`config.mk`:
```
export PLATFORM = sky130hd
export DESIGN_NAME = sps_sequencer
export DESIGN_NICKNAME = d
export VERILOG_FILES = /design/src/rtl/sps_pkg.sv /design/src/rtl/sps_sync.sv /design/src/rtl/sps_sequencer.sv
export SDC_FILE = /design/constraint.sdc
export NUM_CORES = 1
export LEC_CHECK = 0
export ABC_AREA = 0
export BUFFER_PORTS_ARGS = -buffer_cell sky130_fd_sc_hd__buf_2
export CORE_AREA = 2 2 97 99
export CTS_CLUSTER_DIAMETER = 80
export DETAILED_ROUTE_END_ITERATION = 10
export DIE_AREA = 0 0 99 101
export HOLD_SLACK_MARGIN = 0.02
export PLACE_DENSITY = 0.54
export SLEW_MARGIN = 20
export SYNTH_ARGS = -nofsm -noshare
export SYNTH_HDL_FRONTEND = slang
export SYNTH_HIERARCHICAL = 1
export SYNTH_SLANG_ARGS = --single-unit
export TNS_END_PERCENT = 1
```
`constraint.sdc`:
```
create_clock -name i_clock -period 2.2 [get_ports i_clock]
set_input_delay 0.11 -clock i_clock [delete_from_list [all_inputs] [get_ports i_clock]]
set_output_delay 0.11 -clock i_clock [all_outputs]
set_load 0.01 [all_outputs]
```
`src/rtl/sps_pkg.sv`:
```
// Package with state encodings, input indices, fast latch reset levels and synchroniser depth for the start-up protection sequencer.
// Functional notes
// - Below trip select low charge current; above trip raised current until lockout level.
// - Between lockout and start-up thresholds the charge current returns to low.
// - Passing start-up threshold enables internal circuitry and stops high-voltage charge current.
// - After start-up enable protection-input source, both soft-starts and compensation clamp.
// - Correction stage runs only with protection input, compensation level and soft-start done.
// - Flyback stage runs once its current-sense soft-start is charged.
// - Protection input low when supply reaches lockout: deactivate, charge current on again.
// - Feedback reaching timeout level after flyback start flags error and safe restart.
// - Any protection stops both converters and lets the supply fall to lockout; after a latched fault the code recharges once below start-up.
// - Latched protection recharges supply but keeps both converters stopped.
// - Safe-restart protection recharges supply then runs start-up again.
// - Correction overvoltage inhibits correction switching until the voltage falls again.
// - Mains below stop level halts correction switching until above the start level.
// - Supply below lockout stops both, disables drivers, recharges from high-voltage pin.
// - Latched protection clears when mains drops below 750 mV then rises to 870 mV.
// - Overtemperature is latched, blocks supply recharge, cleared only by fast latch reset; the code blocks recharge only in SPS_LATCHED.
package sps_pkg;
    // Comparator input indices.
    localparam int IDX_TRIP = 0;
    localparam int IDX_LOCKOUT = 1;
    localparam int IDX_STARTUP = 2;
    localparam int IDX_LATCH_EN = 3;
    localparam int IDX_COMP_EN = 4;
    localparam int IDX_PFC_SS = 5;
    localparam int IDX_FB_SS = 6;
    localparam int IDX_FB_TIMEOUT = 7;
    localparam int IDX_OVP = 8;
    localparam int IDX_MAINS_STOP = 9;
    localparam int IDX_MAINS_START = 10;
    localparam int IDX_RESET_LOW = 11;
    localparam int IDX_RESET_HIGH = 12;
    localparam int IDX_OTP = 13;
    localparam int IDX_SAFE_FAULT = 14;
    localparam int IDX_LATCH_FAULT = 15;
    localparam int NUM_INPUTS = 16;
    // Fast latch reset levels, in millivolts, held for reference only; no logic in the project uses them.
    localparam int RESET_LOW_MV = 750;
    localparam int RESET_HIGH_MV = 870;
    // Synchroniser depth.
    localparam int SYNC_STAGES = 2;
    typedef enum logic [2:0] {
        SPS_CHARGE,
        SPS_ARMED,
        SPS_RUN,
        SPS_DISCHARGE,
        SPS_LATCHED
    } sps_state_e;
endpackage : sps_pkg

```
`src/rtl/sps_sync.sv`:
```
// Two-stage synchroniser bank for the comparator results.
`timescale 1ns/1ns
module sps_sync #(
    parameter int WIDTH = sps_pkg::NUM_INPUTS
) (
    input wire logic i_clock,
    input wire logic i_rst,
    input wire logic i_enable,
    input wire logic [WIDTH-1:0] i_async,
    output logic [WIDTH-1:0] o_sync
);
    typedef struct packed {
        logic [WIDTH-1:0] meta;
        logic [WIDTH-1:0] sync;
    } sps_sync_s;

    sps_sync_s state_ff;
    sps_sync_s nxt_state;

    // A bank of zero width cannot be built, so elaboration stops here.
    if (WIDTH < 1) begin : g_width_check
        $error("sps_sync needs at least one input");
    end

    always_comb begin
        nxt_state = state_ff;
        if (i_enable) begin
            nxt_state.meta = i_async;
            nxt_state.sync = state_ff.meta;
        end
    end

    always_ff @(posedge i_clock or posedge i_rst) begin
        if (i_rst) begin
            state_ff <= '0;
        end else begin
            state_ff <= nxt_state;
        end
    end

    assign o_sync = state_ff.sync;
endmodule : sps_sync

```
`src/rtl/sps_sequencer.sv`:
```
// Start-up, lockout and protection sequencer with Avalon-MM status, mask and control registers.
`timescale 1ns/1ns
module sps_sequencer (
    input wire logic i_clock,
    input wire logic i_rst,
    input wire logic i_clock_enable,
    input wire logic i_supply_above_trip,
    input wire logic i_supply_above_lockout,
    input wire logic i_supply_above_startup,
    input wire logic i_latch_above_enable,
    input wire logic i_compensation_at_enable,
    input wire logic i_correction_softstart_done,
    input wire logic i_flyback_softstart_done,
    input wire logic i_feedback_at_timeout,
    input wire logic i_correction_overvoltage,
    input wire logic i_mains_below_stop,
    input wire logic i_mains_above_start,
    input wire logic i_mains_below_reset_low,
    input wire logic i_mains_above_reset_high,
    input wire logic i_overtemperature,
    input wire logic i_safe_restart_fault,
    input wire logic i_latched_fault,
    input wire logic [1:0] i_avs_address,
    input wire logic i_avs_read,
    input wire logic i_avs_write,
    input wire logic [31:0] i_avs_writedata,
    output logic [31:0] o_avs_readdata,
    output logic o_avs_waitrequest,
    output logic o_charge_on,
    output logic o_charge_high,
    output logic o_internal_enable,
    output logic o_latch_source_on,
    output logic o_softstart_charge,
    output logic o_compensation_clamp,
    output logic o_correction_drive_en,
    output logic o_flyback_drive_en,
    output logic o_irq
);
    localparam logic [1:0] ADDR_STATUS = 2'h0;
    localparam logic [1:0] ADDR_MASK = 2'h1;
    localparam logic [1:0] ADDR_STATE = 2'h2;
    localparam logic [1:0] ADDR_CONTROL = 2'h3;
    // Status bits.
    localparam int EV_TIMEOUT = 0;
    localparam int EV_LOCKOUT = 1;
    localparam int EV_LATCHED = 2;
    localparam int EV_RUN = 3;
    localparam int EV_W = 4;

    typedef struct packed {
        sps_pkg::sps_state_e st;
        logic fb_running;
        logic mains_ok;
        logic reset_seen_low;
        logic otp_latched;
        logic [EV_W-1:0] status;
        logic [EV_W-1:0] mask;
        logic force_stop;
        logic ack;
        logic [31:0] rdata;
    } sps_seq_s;

    sps_seq_s state_ff;
    sps_seq_s nxt_state;
    logic [sps_pkg::NUM_INPUTS-1:0] raw;
    logic [sps_pkg::NUM_INPUTS-1:0] s;
    logic [EV_W-1:0] events;

    assign raw = {i_latched_fault, i_safe_restart_fault, i_overtemperature, i_mains_above_reset_high,
                  i_mains_below_reset_low, i_mains_above_start, i_mains_below_stop, i_correction_overvoltage,
                  i_feedback_at_timeout, i_flyback_softstart_done, i_correction_softstart_done,
                  i_compensation_at_enable, i_latch_above_enable, i_supply_above_startup,
                  i_supply_above_lockout, i_supply_above_trip};

    sps_sync #(.WIDTH(sps_pkg::NUM_INPUTS)) u_sync (
        .i_clock(i_clock),
        .i_rst(i_rst),
        .i_enable(i_clock_enable),
        .i_async(raw),
        .o_sync(s)
    );

    function automatic logic [31:0] reg_read(input logic [1:0] a, input sps_seq_s q);
        reg_read = 32'h0;
        unique case (a)
            ADDR_STATUS: reg_read = {28'h0, q.status};
            ADDR_MASK: reg_read = {28'h0, q.mask};
            ADDR_STATE: reg_read = {24'h0, q.otp_latched, q.mains_ok, q.fb_running, 2'h0, q.st};
            ADDR_CONTROL: reg_read = {31'h0, q.force_stop};
        endcase
    endfunction : reg_read

    always_comb begin
        nxt_state = state_ff;
        events = '0;
        nxt_state.ack = 1'b0;
        if (s[sps_pkg::IDX_MAINS_STOP]) begin
            nxt_state.mains_ok = 1'b0;
        end else if (s[sps_pkg::IDX_MAINS_START]) begin
            nxt_state.mains_ok = 1'b1;
        end
        if (s[sps_pkg::IDX_RESET_LOW]) begin
            nxt_state.reset_seen_low = 1'b1;
        end
        if (s[sps_pkg::IDX_OTP]) begin
            nxt_state.otp_latched = 1'b1;
        end
        unique case (state_ff.st)
            sps_pkg::SPS_CHARGE: begin
                nxt_state.fb_running = 1'b0;
                if (s[sps_pkg::IDX_STARTUP] && !state_ff.force_stop) begin
                    nxt_state.st = sps_pkg::SPS_ARMED;
                end
            end
            sps_pkg::SPS_ARMED, sps_pkg::SPS_RUN: begin
                if (s[sps_pkg::IDX_LATCH_FAULT] || s[sps_pkg::IDX_OTP]) begin
                    nxt_state.st = sps_pkg::SPS_LATCHED;
                    nxt_state.reset_seen_low = 1'b0;
                    events[EV_LATCHED] = 1'b1;
                end else if (!s[sps_pkg::IDX_LOCKOUT]) begin
                    nxt_state.st = sps_pkg::SPS_CHARGE;
                    events[EV_LOCKOUT] = 1'b1;
                end else if (s[sps_pkg::IDX_SAFE_FAULT] || state_ff.force_stop
                             || (state_ff.fb_running && s[sps_pkg::IDX_FB_TIMEOUT])) begin
                    nxt_state.st = sps_pkg::SPS_DISCHARGE;
                    events[EV_TIMEOUT] = state_ff.fb_running && s[sps_pkg::IDX_FB_TIMEOUT];
                end else if (state_ff.st == sps_pkg::SPS_ARMED && s[sps_pkg::IDX_LATCH_EN]) begin
                    nxt_state.st = sps_pkg::SPS_RUN;
                    events[EV_RUN] = 1'b1;
                end
                if (state_ff.st == sps_pkg::SPS_RUN && s[sps_pkg::IDX_FB_SS]) begin
                    nxt_state.fb_running = 1'b1;
                end
            end
            sps_pkg::SPS_DISCHARGE: begin
                nxt_state.fb_running = 1'b0;
                if (!s[sps_pkg::IDX_LOCKOUT]) begin
                    nxt_state.st = sps_pkg::SPS_CHARGE;
                    events[EV_LOCKOUT] = 1'b1;
                end
            end
            sps_pkg::SPS_LATCHED: begin
                nxt_state.fb_running = 1'b0;
                if (state_ff.reset_seen_low && s[sps_pkg::IDX_RESET_HIGH]) begin
                    nxt_state.st = sps_pkg::SPS_CHARGE;
                    nxt_state.otp_latched = 1'b0;
                    nxt_state.reset_seen_low = 1'b0;
                end
            end
            default: nxt_state.st = sps_pkg::SPS_CHARGE;
        endcase
        // Bus access completes in one wait cycle so read data come from a flop.
        if ((i_avs_read || i_avs_write) && !state_ff.ack) begin
            nxt_state.ack = 1'b1;
            nxt_state.rdata = reg_read(i_avs_address, state_ff);
            if (i_avs_write) begin
                unique case (i_avs_address)
                    ADDR_STATUS: nxt_state.status = state_ff.status & ~i_avs_writedata[EV_W-1:0];
                    ADDR_MASK: nxt_state.mask = i_avs_writedata[EV_W-1:0];
                    ADDR_CONTROL: nxt_state.force_stop = i_avs_writedata[0];
                    default: ;
                endcase
            end
        end
        // Setting wins over a simultaneous write-one clear.
        nxt_state.status = nxt_state.status | events;
    end

    always_ff @(posedge i_clock or posedge i_rst) begin
        if (i_rst) begin
            state_ff <= '{st: sps_pkg::SPS_CHARGE, default: '0};
        end else if (i_clock_enable) begin
            state_ff <= nxt_state;
        end
    end

    always_comb begin
        logic charging;
        charging = 1'b0;
        charging = state_ff.st == sps_pkg::SPS_CHARGE
                   || (state_ff.st == sps_pkg::SPS_LATCHED && !s[sps_pkg::IDX_STARTUP]);
        o_charge_on = charging && !(state_ff.st == sps_pkg::SPS_LATCHED && state_ff.otp_latched);
        o_charge_high = o_charge_on && s[sps_pkg::IDX_TRIP] && !s[sps_pkg::IDX_LOCKOUT];
    end

    assign o_internal_enable = state_ff.st == sps_pkg::SPS_ARMED || state_ff.st == sps_pkg::SPS_RUN;
    assign o_latch_source_on = o_internal_enable;
    assign o_softstart_charge = o_internal_enable;
    assign o_compensation_clamp = o_internal_enable;
    assign o_correction_drive_en = state_ff.st == sps_pkg::SPS_RUN && s[sps_pkg::IDX_COMP_EN]
                                   && s[sps_pkg::IDX_PFC_SS] && !s[sps_pkg::IDX_OVP] && state_ff.mains_ok;
    assign o_flyback_drive_en = state_ff.st == sps_pkg::SPS_RUN && state_ff.fb_running;
    assign o_irq = |(state_ff.status & state_ff.mask);
    assign o_avs_readdata = state_ff.rdata;
    assign o_avs_waitrequest = (i_avs_read || i_avs_write) && !state_ff.ack;

    property p_latched_stays_off;
        @(posedge i_clock) disable iff (i_rst)
        state_ff.st == sps_pkg::SPS_LATCHED |-> !o_correction_drive_en && !o_flyback_drive_en;
    endproperty
    a_latched_stays_off: assert property (p_latched_stays_off) else $error("drive on while latched");
    property p_ovp_inhibit;
        @(posedge i_clock) disable iff (i_rst) s[sps_pkg::IDX_OVP] |-> !o_correction_drive_en;
    endproperty
    a_ovp_inhibit: assert property (p_ovp_inhibit) else $error("correction on during overvoltage");
    property p_charge_stops_drive;
        @(posedge i_clock) disable iff (i_rst)
        state_ff.st == sps_pkg::SPS_CHARGE |-> !o_flyback_drive_en && !o_correction_drive_en && o_charge_on;
    endproperty
    a_charge_stops_drive: assert property (p_charge_stops_drive) else $error("drive during recharge");
    property p_timeout_restart;
        @(posedge i_clock) disable iff (i_rst)
        i_clock_enable && state_ff.st == sps_pkg::SPS_RUN && state_ff.fb_running && s[sps_pkg::IDX_FB_TIMEOUT]
        && s[sps_pkg::IDX_LOCKOUT] && !s[sps_pkg::IDX_LATCH_FAULT] && !s[sps_pkg::IDX_OTP]
        |=> state_ff.st == sps_pkg::SPS_DISCHARGE && state_ff.status[EV_TIMEOUT];
    endproperty
    a_timeout_restart: assert property (p_timeout_restart) else $error("timeout did not restart");
    property p_otp_blocks_charge;
        @(posedge i_clock) disable iff (i_rst)
        state_ff.st == sps_pkg::SPS_LATCHED && state_ff.otp_latched |-> !o_charge_on;
    endproperty
    a_otp_blocks_charge: assert property (p_otp_blocks_charge) else $error("recharge during overtemperature");
    property p_running_enables;
        @(posedge i_clock) disable iff (i_rst) o_flyback_drive_en |-> o_internal_enable && !o_charge_on;
    endproperty
    a_running_enables: assert property (p_running_enables) else $error("flyback without internal enable");
    property p_irq_level;
        @(posedge i_clock) disable iff (i_rst) o_irq |-> |(state_ff.status & state_ff.mask);
    endproperty
    a_irq_level: assert property (p_irq_level) else $error("interrupt without cause");
    property p_mains_hold;
        @(posedge i_clock) disable iff (i_rst)
        !state_ff.mains_ok && !s[sps_pkg::IDX_MAINS_START] && i_clock_enable |=> !state_ff.mains_ok;
    endproperty
    a_mains_hold: assert property (p_mains_hold) else $error("mains restarted below start level");
    c_run: cover property (@(posedge i_clock) disable iff (i_rst) o_flyback_drive_en && o_correction_drive_en);
    c_latched: cover property (@(posedge i_clock) disable iff (i_rst) state_ff.st == sps_pkg::SPS_LATCHED);
    c_restart: cover property (@(posedge i_clock) disable iff (i_rst) state_ff.st == sps_pkg::SPS_DISCHARGE);
endmodule : sps_sequencer

```
Word-level counts from Yosys, hierarchy flattened:

Cells that the tools add are included.

* output and inout port bits: 42
* register bits after elaboration: 81
* input port bits: 55
* word-level logic and storage cells: 105

* equality and inequality tests: 12
* muxes and demuxes: 36
* reduce and logical (&&, ||, !) cells: 41
* bitwise gates (word level): 4

Operators by type and width (count)
* 32-bit case mux with 4 select lines: 1
* 42-bit 2-to-1 mux: 1
* 3-bit 2-to-1 mux: 7
* 1-bit 2-to-1 mux: 17
* 1-bit logical AND: 16
* 3-bit case mux with 4 select lines: 1
* 9-bit 2-to-1 mux: 1
* 4-bit bitwise AND: 2
* 4-bit 2-to-1 mux: 2
* 2-bit inequality test, second input constant: 4
* 4-bit AND reduction: 2
* 3-bit by 2-bit equality test with 1-bit output, second input constant: 2
* 1-bit logical NOT: 6
* 1-bit logical OR: 6
* 2-bit 2-to-1 mux: 3
* 1-bit case mux with 2 select lines: 3
* 5-bit inequality test, second input constant: 1
* 5-bit AND reduction: 1
* 2-bit equality test, second input constant: 2
* 4-bit NOT: 1
* 4-bit bitwise OR: 1
* 2-bit AND reduction: 2
* 2-bit nonzero test: 2
* 4-bit OR reduction: 1
* other kinds (8): 8

Logic depth before layout (Yosys ltp):

Gate-level depths: netlist (run 1).

* depth in word-level cells: 8
* depth in mapped cells: 6

Hierarchy:

Netlist (run 1), hierarchy kept.

By module, submodules not included
* sps_sequencer: cells an instance 169, area each 1575.3 um2, times used 1, seq. area each 600.6 um2
* sps_sync: cells an instance 85, area each 1468.9 um2, times used 1, seq. area each 800.8 um2

Least setup slack after synthesis (run 1):

Ideal clock, no wire load.

* path kind: register -> register
* start point: register state_ff[46] in the netlist's numbering
* end point: register state_ff[48] in the netlist's numbering
* setup time: 125 ps
* required time: 2075 ps
* data arrival time: 1567 ps
* cell stages (with the launch flop): 7
* setup slack: 508 ps
* path through: dfrtp_1 buf_6 xnor2_1 nor2_1 and3_2 a21oi_4 mux2_4

* longest elaborated chain between the ends: 4

RTL lines
* from (decl): RTL line sps_sequencer.sv:63 `sps_seq_s state_ff;`
* from (signal assigned): RTL line sps_sequencer.sv:173 `state_ff <= nxt_state;`
* 3-bit by 1-bit equality test with 1-bit output or 3-bit by 2-bit equality test with 1-bit output (tied branches): RTL line sps_sequencer.sv:108, sps_sequencer.sv:127
* 2-bit OR reduction or 1-bit logical AND (tied branches): RTL line sps_sequencer.sv:108, sps_sequencer.sv:127
* 5-bit inequality test (no source line)
* 5-bit AND reduction (no source line)

Several ways; a longest one is shown, not always the timed one.
A chain may end at the register's enable or synchronous reset.

Worst setup path in the final report (run 1):

Ends and elaborated chain as after synthesis.

==> results of run 1 <==
-- flip-flops by register name (all words and copies together), names as in the netlist --
name             count
o_avs_readdata       7
state_ff            17
u_sync/o_sync       16
u_sync/state_ff     16
-- through the flow --
stage | utilization | std cells | hold WS, ns
2_1_floorplan | - | 278 | 0.125
3_3_place_gp | 0.338 | 375 | 0.188
3_5_place_dp | 0.338 | 375 | 0.190
4_1_cts | 0.366 | 397 | 0.0208
5_1_grt | 0.367 | 398 | 0.0241
6_report | 0.367 | 398 | 0.0272
-- cells in the final DEF (no fill, tap or decap), drive strengths merged, types with 2 or more instances in the layout --
cell type and n:
dlygate4sd3 15, a22oi 2, inv 5, clkbuf 5, mux2 39, a21oi 10
dfrtp 56, a22o 2, and3 4, nor2 14, nor2b 3, o21ai 8
conb 25, mux2i 4, nand2b 2, nand3 2, a32o 3, buf 48
nor3 2, nand2 21
-- report_power, final --
| part | total [mW] | switching, mW | internal (mW) |
|---|---|---|---|
| Combinational | 0.978 | 0.477 | 0.501 |
| Clock | 0.694 | 0.348 | 0.345 |
| Sequential | 1.45 | 0.208 | 1.24 |
-- worst max-delay path, delay by kind of cell (launching register included) --
family / cells / cell delay [ns]
simple gates: 3 / 0.65
compound gates: 1 / 0.20
flops: 1 / 0.60
mux: 1 / 0.31
-- cells by family after synthesis --
group	count (synthesis)
muxes	44
other	1
AOI/OAI and AO/OA	31
xor gates and xnor gates	1
adders and majority gates	1
and+or+nand+nor	54
buffers and inverters	66
DFF	56
-- final timing paths --
kind	endpoint	start	depth (start not counted)	slack, ns
min in group asynchronous	state_ff[42]$_DFFE_PP0P_	i_rst	4	0.38
setup reg to reg	state_ff[48]$_DFFE_PP0P_	state_ff[46]$_DFFE_PP0P_	5	0.34
max in group asynchronous	u_sync/o_sync[7]$_DFFE_PP0P_	i_rst	4	1.48
hold reg to reg	state_ff[44]$_DFFE_PP0P_	u_sync/o_sync[9]$_DFFE_PP0P_	1	0.48
setup / recovery	state_ff[48]$_DFFE_PP0P_	state_ff[46]$_DFFE_PP0P_	5	0.34
hold / removal	u_sync/state_ff[26]$_DFFE_PP0P_	i_mains_above_start	2	0.03
-- per-layer routing --
metal | GRT usage | wire [µm] | up-vias | part of all wire
met5 | 0 | 0 | - | 0
met4 | 0.0316 | 48 | 0 | 0.0089
met3 | 0.0243 | 276 | 5 | 0.051
met2 | 0.174 | 2420 | 58 | 0.45
met1 | 0.160 | 2660 | 857 | 0.49
li1 | - | - | 861 | -
-- what timing repair did --
| action | 4_1_cts | 5_1_grt |
|---|---|---|
| setup buffers | 0 | 0 |
| endpoints found under the hold margin | 69 | 1 |
| hold buffers | 14 | 1 |
| setup endpoints to repair | 0 | 0 |
-- final cells by class --
| cell class | count | area, µm² | area share |
|---|---|---|---|
| multi-input combinational | 156 | 1220 | 0.371 |
| clock buffer | 5 | 68.8 | 0.0209 |
| clock inverter | 3 | 46.3 | 0.0140 |
| inverter | 4 | 15.0 | 0.00455 |
| tap | 111 | 139 | 0.0421 |
| timing repair buffer | 63 | 403 | 0.122 |
| sequential | 56 | 1400 | 0.425 |
==> summary.md, run 1 <==
| Metric | Value |
|---|---|
| RePlAce Congestion | `slightly below 0.8` |
| Area post-placement | `3030 µm²` |
| YS warnings | `6` |
| 1st-iter DRT viols | `64` |
| # diodes | `0` |
| Power Density | `between 900 and 1000 nW/µm²` |
| FMAX | `around 540 MHz` |
| Status | `complete, no violations` |
| Top cell type's share of synthesized area | `0.460` |
| Worst setup EP type | `flip-flop` |
| Filler Cells Inserted | `around 890` |
| Avg Synthesized Cell Area | `between 10 and 15 µm²` |
| CTS max path bufs | `2` |
| GRT Residual Overflow | `0` |
| Remaining DRCs | `0` |
| Area leader, netlist | `dfrtp_1` |
| Initial Util | `0.339` |
| Total GRT Usage | `0.113` |
| Yosys cell types | `43` |
| Total Wirelength | `5400 µm` |
| First-pass GRT wire length | `9050 µm` |
| Core area | `8980 µm²` |
| Worst-path fanout max | `9` |
| Relative slew margins | `0.544` |
| Vias in the first global route | `roughly 1800` |
| CP peak stage delay | `around 0.60 ns` |
| Top FF cell, synth | `dfrtp_1` |
| Power Total | `3.12 mW` |
| Largest net degree at the start of global routing | `33` |
| Clock sinks | `56` |
| Initial antenna violation count | `0` |
| DP Worst Slack | `~0.36 ns` |
| Tmin final | `1.86 ns` |
| Simple-gate share of the synthesized area | `0.0896` |
| Post-Synthesis Cells | `254` |
| DIE HEIGHT | `around 100 µm` |
| # port buffers | `43` |
| WS Path Type | `reg -> reg` |
| Synth top area cells | `dfrtp_1 (46%), mux2_4 (15%), buf_4 (13%)` |
| Top Ports | `97` |
| Worst-path clk slew | `approximately 0.10 ns` |
| Post_cts resized | `0` |
| Final nets | `~340` |
| Drt first pass iters | `4` |
| Num CTS Buffers | `5` |
| H-tree levels | `2` |
| Required @ worst endpoint | `about 2.4 ns` |
| Clk root buf | `clkbuf_8` |
| Post-Syn Area | `between 3000 and 4000 µm²` |
| Post-synthesis adder-cell area fraction | `0.00329` |
| DP HPWL | `about 4000 µm` |
| Area Overhead vs Synth | `8.34%` |
| Min-Delay Path Class | `in -> reg` |
| Leakage | `1.63 nW` |
| Critical path startpoint category | `flip-flop` |
| Final Hold Viols | `0` |
| Worst slew pin tran | `slightly below 0.7 ns` |
| Final worst setup slack | `around 0.34 ns` |
| CTS tree | `built` |
| Clock Skews | `0.0112 ns` |
| Compound-Gate Fraction of Synth Area | `0.0715` |
| Final Setup Violations | `0` |
| Critical path's slowest cell | `dfrtp_1` |
| Clk_lat worst skew | `a little over 0.3 ns` |
| Peak supply drop | `0.356 mV` |
| Routed Antenna Nets | `0` |
| Flop and latch count out of synthesis | `56` |
| Via count | `1781` |
| Count leader, synth | `dfrtp_1` |
| Max-cap violations | `0` |
| Post-synth top cells | `dfrtp_1 (56), buf_4 (52), mux2_4 (31)` |
| EDFF count, synth | `0` |
| Wire per inst | `13.6 µm` |
| Die W | `between 90 and 100 µm` |
| XOR/XNOR share of the synthesized area | `0.00288` |
| Setup TNS | `0 ns` |
| Tcrit/Tclk final | `0.847` |
| CP arrival | `between 2 and 2.5 ns` |
| Fin. max-slew vios | `0` |
| Vias/cell | `4.47` |
| Die area | `10000 µm²` |
| Crit path cell chain | `nand2b_4 > or3b_4 > nor2b_4 > a21oi_4 > mux2_4` |
| Async set-reset flop share out of synthesis | `1.00` |
| RSZ-0062 raised after global routing | `false` |
| # rows | `35` |
| Main combinational cell family by area after synthesis | `multiplexers` |
| Multiplexer share of the synthesized area | `0.204` |
| Sequential fraction of the synthesis area | `0.460` |
| Layout cells sized above 1 | `0.362` |
| Post-route cell area | `~3300 µm²` |
Power figures use the tool's default switching activity.
==> run 2, diff against run 1 <==
--- a/config.mk
+++ b/config.mk
@@ -12,7 +12,7 @@
 export DETAILED_ROUTE_END_ITERATION = 10
 export DIE_AREA = 0 0 99 101
 export HOLD_SLACK_MARGIN = 0.02
-export PLACE_DENSITY = 0.54
+export PLACE_DENSITY = 0.56
 export SLEW_MARGIN = 20
 export SYNTH_ARGS = -nofsm -noshare
 export SYNTH_HDL_FRONTEND = slang
==> constraint.sdc (replaced) <==
create_clock -name i_clock -period 1.6 [get_ports i_clock]
set_input_delay 0.08 -clock i_clock [delete_from_list [all_inputs] [get_ports i_clock]]
set_output_delay 0.08 -clock i_clock [all_outputs]
set_load 0.01 [all_outputs]
==> summary.md, run 2 (same netlist as run 1, synthesis figures left out) <==
| Metric | Value |
|---|---|
| Status | `complete, but fails checks (was complete, no violations)` |
| Violated checks | `setup timing` |
| Vias/cell | `4.40 (was 4.47)` |
| Largest register FFs | `17 (unchanged)` |
| Tmin final | `1.67 ns (was 1.86 ns)` |
| Area post-placement | `3200 µm² (was 3030 µm²)` |
| Initial antenna violation count | `0 (unchanged)` |
| Clock Skews | `0.00850 ns (was 0.0112 ns)` |
| Largest net degree at the start of global routing | `47 (was 33)` |
| 1st-iter DRT viols | `72 (was 64)` |
| Initial Util | `0.339 (unchanged)` |
| Reg-to-Reg Start | `state_ff[46]$_DFFE_PP0P_ (unchanged)` |
| FMAX | `599 MHz (was 537 MHz)` |
| Worst setup startpoint | `state_ff[46]$_DFFE_PP0P_ (unchanged)` |
| Commonest non-fill, non-tap cell in the layout | `dfrtp_1 (unchanged)` |
| H-tree levels | `2 (unchanged)` |
| Vias in the first global route | `1842 (was 1765)` |
| Tcrit/Tclk final | `1.04 (was 0.847)` |
| Area Overhead vs Synth | `15.7% (was 8.34%)` |
| DP HPWL | `3970 µm (was 3960 µm)` |
| Total Wirelength | `5470 µm (was 5400 µm)` |
| Required @ worst endpoint | `1.79 ns (was 2.40 ns)` |
| # diodes | `0 (unchanged)` |
| Post-layout util | `0.392 (was 0.367)` |
| Max-cap violations | `0 (unchanged)` |
| WS Path Type | `reg -> reg (unchanged)` |
| CP arrival | `1.86 ns (was 2.06 ns)` |
| R2R Path End | `state_ff[48]$_DFFE_PP0P_ (unchanged)` |
| RSZ-0062 raised after global routing | `true (was false)` |
| R2R cell count | `6 (was 5)` |
| RePlAce Congestion | `0.795 (was 0.771)` |
| Num CTS Buffers | `5 (unchanged)` |
| CTS tree | `built (unchanged)` |
| Power Density | `1340 nW/µm² (was 946 nW/µm²)` |
| Reg2Reg Setup Slack | `-0.07 ns (was 0.34 ns)` |
| Power Total | `4.72 mW (was 3.12 mW)` |
| Clock sinks | `56 (unchanged)` |
| Clk root buf | `clkbuf_8 (unchanged)` |
| GRT Residual Overflow | `0 (unchanged)` |
| Final Hold Viols | `0 (unchanged)` |
| Leakage | `1.74 nW (was 1.63 nW)` |
| Worst setup EP type | `flip-flop (unchanged)` |
| Worst-path fanout max | `2 (was 9)` |
| Routed Antenna Nets | `0 (unchanged)` |
| Register area | `1400 µm² (about the same)` |
| Area occupied by multi-input gates | `1260 µm² (was 1220 µm²)` |
| Filler Cells Inserted | `865 (was 889)` |
| Layout cells sized above 1 | `0.423 (was 0.362)` |
| # rows | `35 (unchanged)` |
| Final worst setup slack | `-0.0702 ns (was 0.338 ns)` |
| Total GRT Usage | `0.113 (about the same)` |
| First-pass GRT wire length | `9090 µm (was 9050 µm)` |
| DIE HEIGHT | `101 µm (unchanged)` |
| Worst hold stages | `2 (unchanged)` |
| Clk_lat worst skew | `0.30 ns (was 0.31 ns)` |
| Hold Path Sink | `state_ff[37]$_DFFE_PP0P_ (was u_sync/state_ff[26]$_DFFE_PP0P_)` |
| Drt first pass iters | `4 (unchanged)` |
| Commonest cells after routing, fill and taps aside | `dfrtp_1 (55), buf_2 (43), mux2_4 (31) (was dfrtp_1 (56), buf_2 (43), mux2_4 (31))` |
| Post-route cell area | `3520 µm² (was 3300 µm²)` |
| Fin. max-slew vios | `0 (unchanged)` |
| Via count | `1838 (was 1781)` |
| CTS max path bufs | `2 (unchanged)` |
| Core area | `8980 µm² (unchanged)` |
| Critical path startpoint category | `flip-flop (unchanged)` |
| Final Setup Violations | `3 (was 0)` |
| Top Ports | `97 (unchanged)` |
| Min-Delay Path Class | `in -> reg (unchanged)` |
| Worst-path clk slew | `0.10 ns (about the same)` |
| Wire per inst | `13.1 µm (was 13.6 µm)` |
| Final nets | `363 (was 341)` |
| Die W | `99 µm (unchanged)` |
| Remaining DRCs | `0 (unchanged)` |
| Die area | `10000 µm² (unchanged)` |
| Peak supply drop | `0.484 mV (was 0.356 mV)` |
| HP Start | `i_avs_writedata[3] (was i_mains_above_start)` |
| Biggest register | `state_ff (unchanged)` |
| # port buffers | `43 (unchanged)` |
run 2: worst max path at each step:
stage	to	slack [ns]
after floorplan	state_ff[48]$_DFFE_PP0P_	0.009
after global placement	state_ff[40]$_DFFE_PP0P_	-0.07
after detailed placement	state_ff[40]$_DFFE_PP0P_	-0.08
after CTS	state_ff[48]$_DFFE_PP0P_	-0.06
after global routing	state_ff[48]$_DFFE_PP0P_	-0.1
final	state_ff[48]$_DFFE_PP0P_	-0.07
run 2: critical path, stage by stage (launching register included):
cell and delay [ns]:
dfrtp_1 0.41, buf_6 0.12, nand2b_4 0.05, or3b_4 0.37
nor2b_4 0.15, a21oi_4 0.15, mux2_4 0.31
run 2: routing by layer:
metal	track usage	up-vias	share of wire
li1	-	893	-
met1	0.149	887	0.48
met2	0.189	58	0.47
met3	0.0284	0	0.048
met4	0.0253	0	0
met5	0	-	0
run 2: report_power, final:
| group | internal [mW] | leakage, nW | switching [mW] |
|---|---|---|---|
| logic | 1.08 | 1.02 | 0.832 |
| clock network | 0.450 | 0.0501 | 0.428 |
| registers | 1.71 | 0.671 | 0.230 |
| total | 3.24 | 1.74 | 1.49 |
run 2: cell type report:
type                    instances  share of cell area
clock buffers                   5              0.0195
clock inverters                 1             0.00853
inverters                       4             0.00426
multi-input cells             156               0.358
flip-flops and latches         56               0.398
well taps                     111              0.0394
repair buffers                 85               0.172
run 2: through the flow:
stage          setup TNS [ns]  hold slack [ns]  setup slack [ns]  cells
5_1_grt                -0.406           0.0218           -0.0954    418
6_report              -0.0777           0.0261           -0.0702    418
3_3_place_gp          -0.0861            0.159           -0.0701    393
4_1_cts                -0.149           0.0220           -0.0627    418
2_1_floorplan               0           0.0946           0.00932    278
3_5_place_dp           -0.141            0.164           -0.0791    393
run 2: timing repair:
item                                   in CTS  in global routing
setup endpoints to repair                   7                 12
pin swaps                                   2                  1
endpoints found under the hold margin      72                  0
setup buffers                               2                  0
hold buffers                               17                  0
gates resized for setup                     4                  6
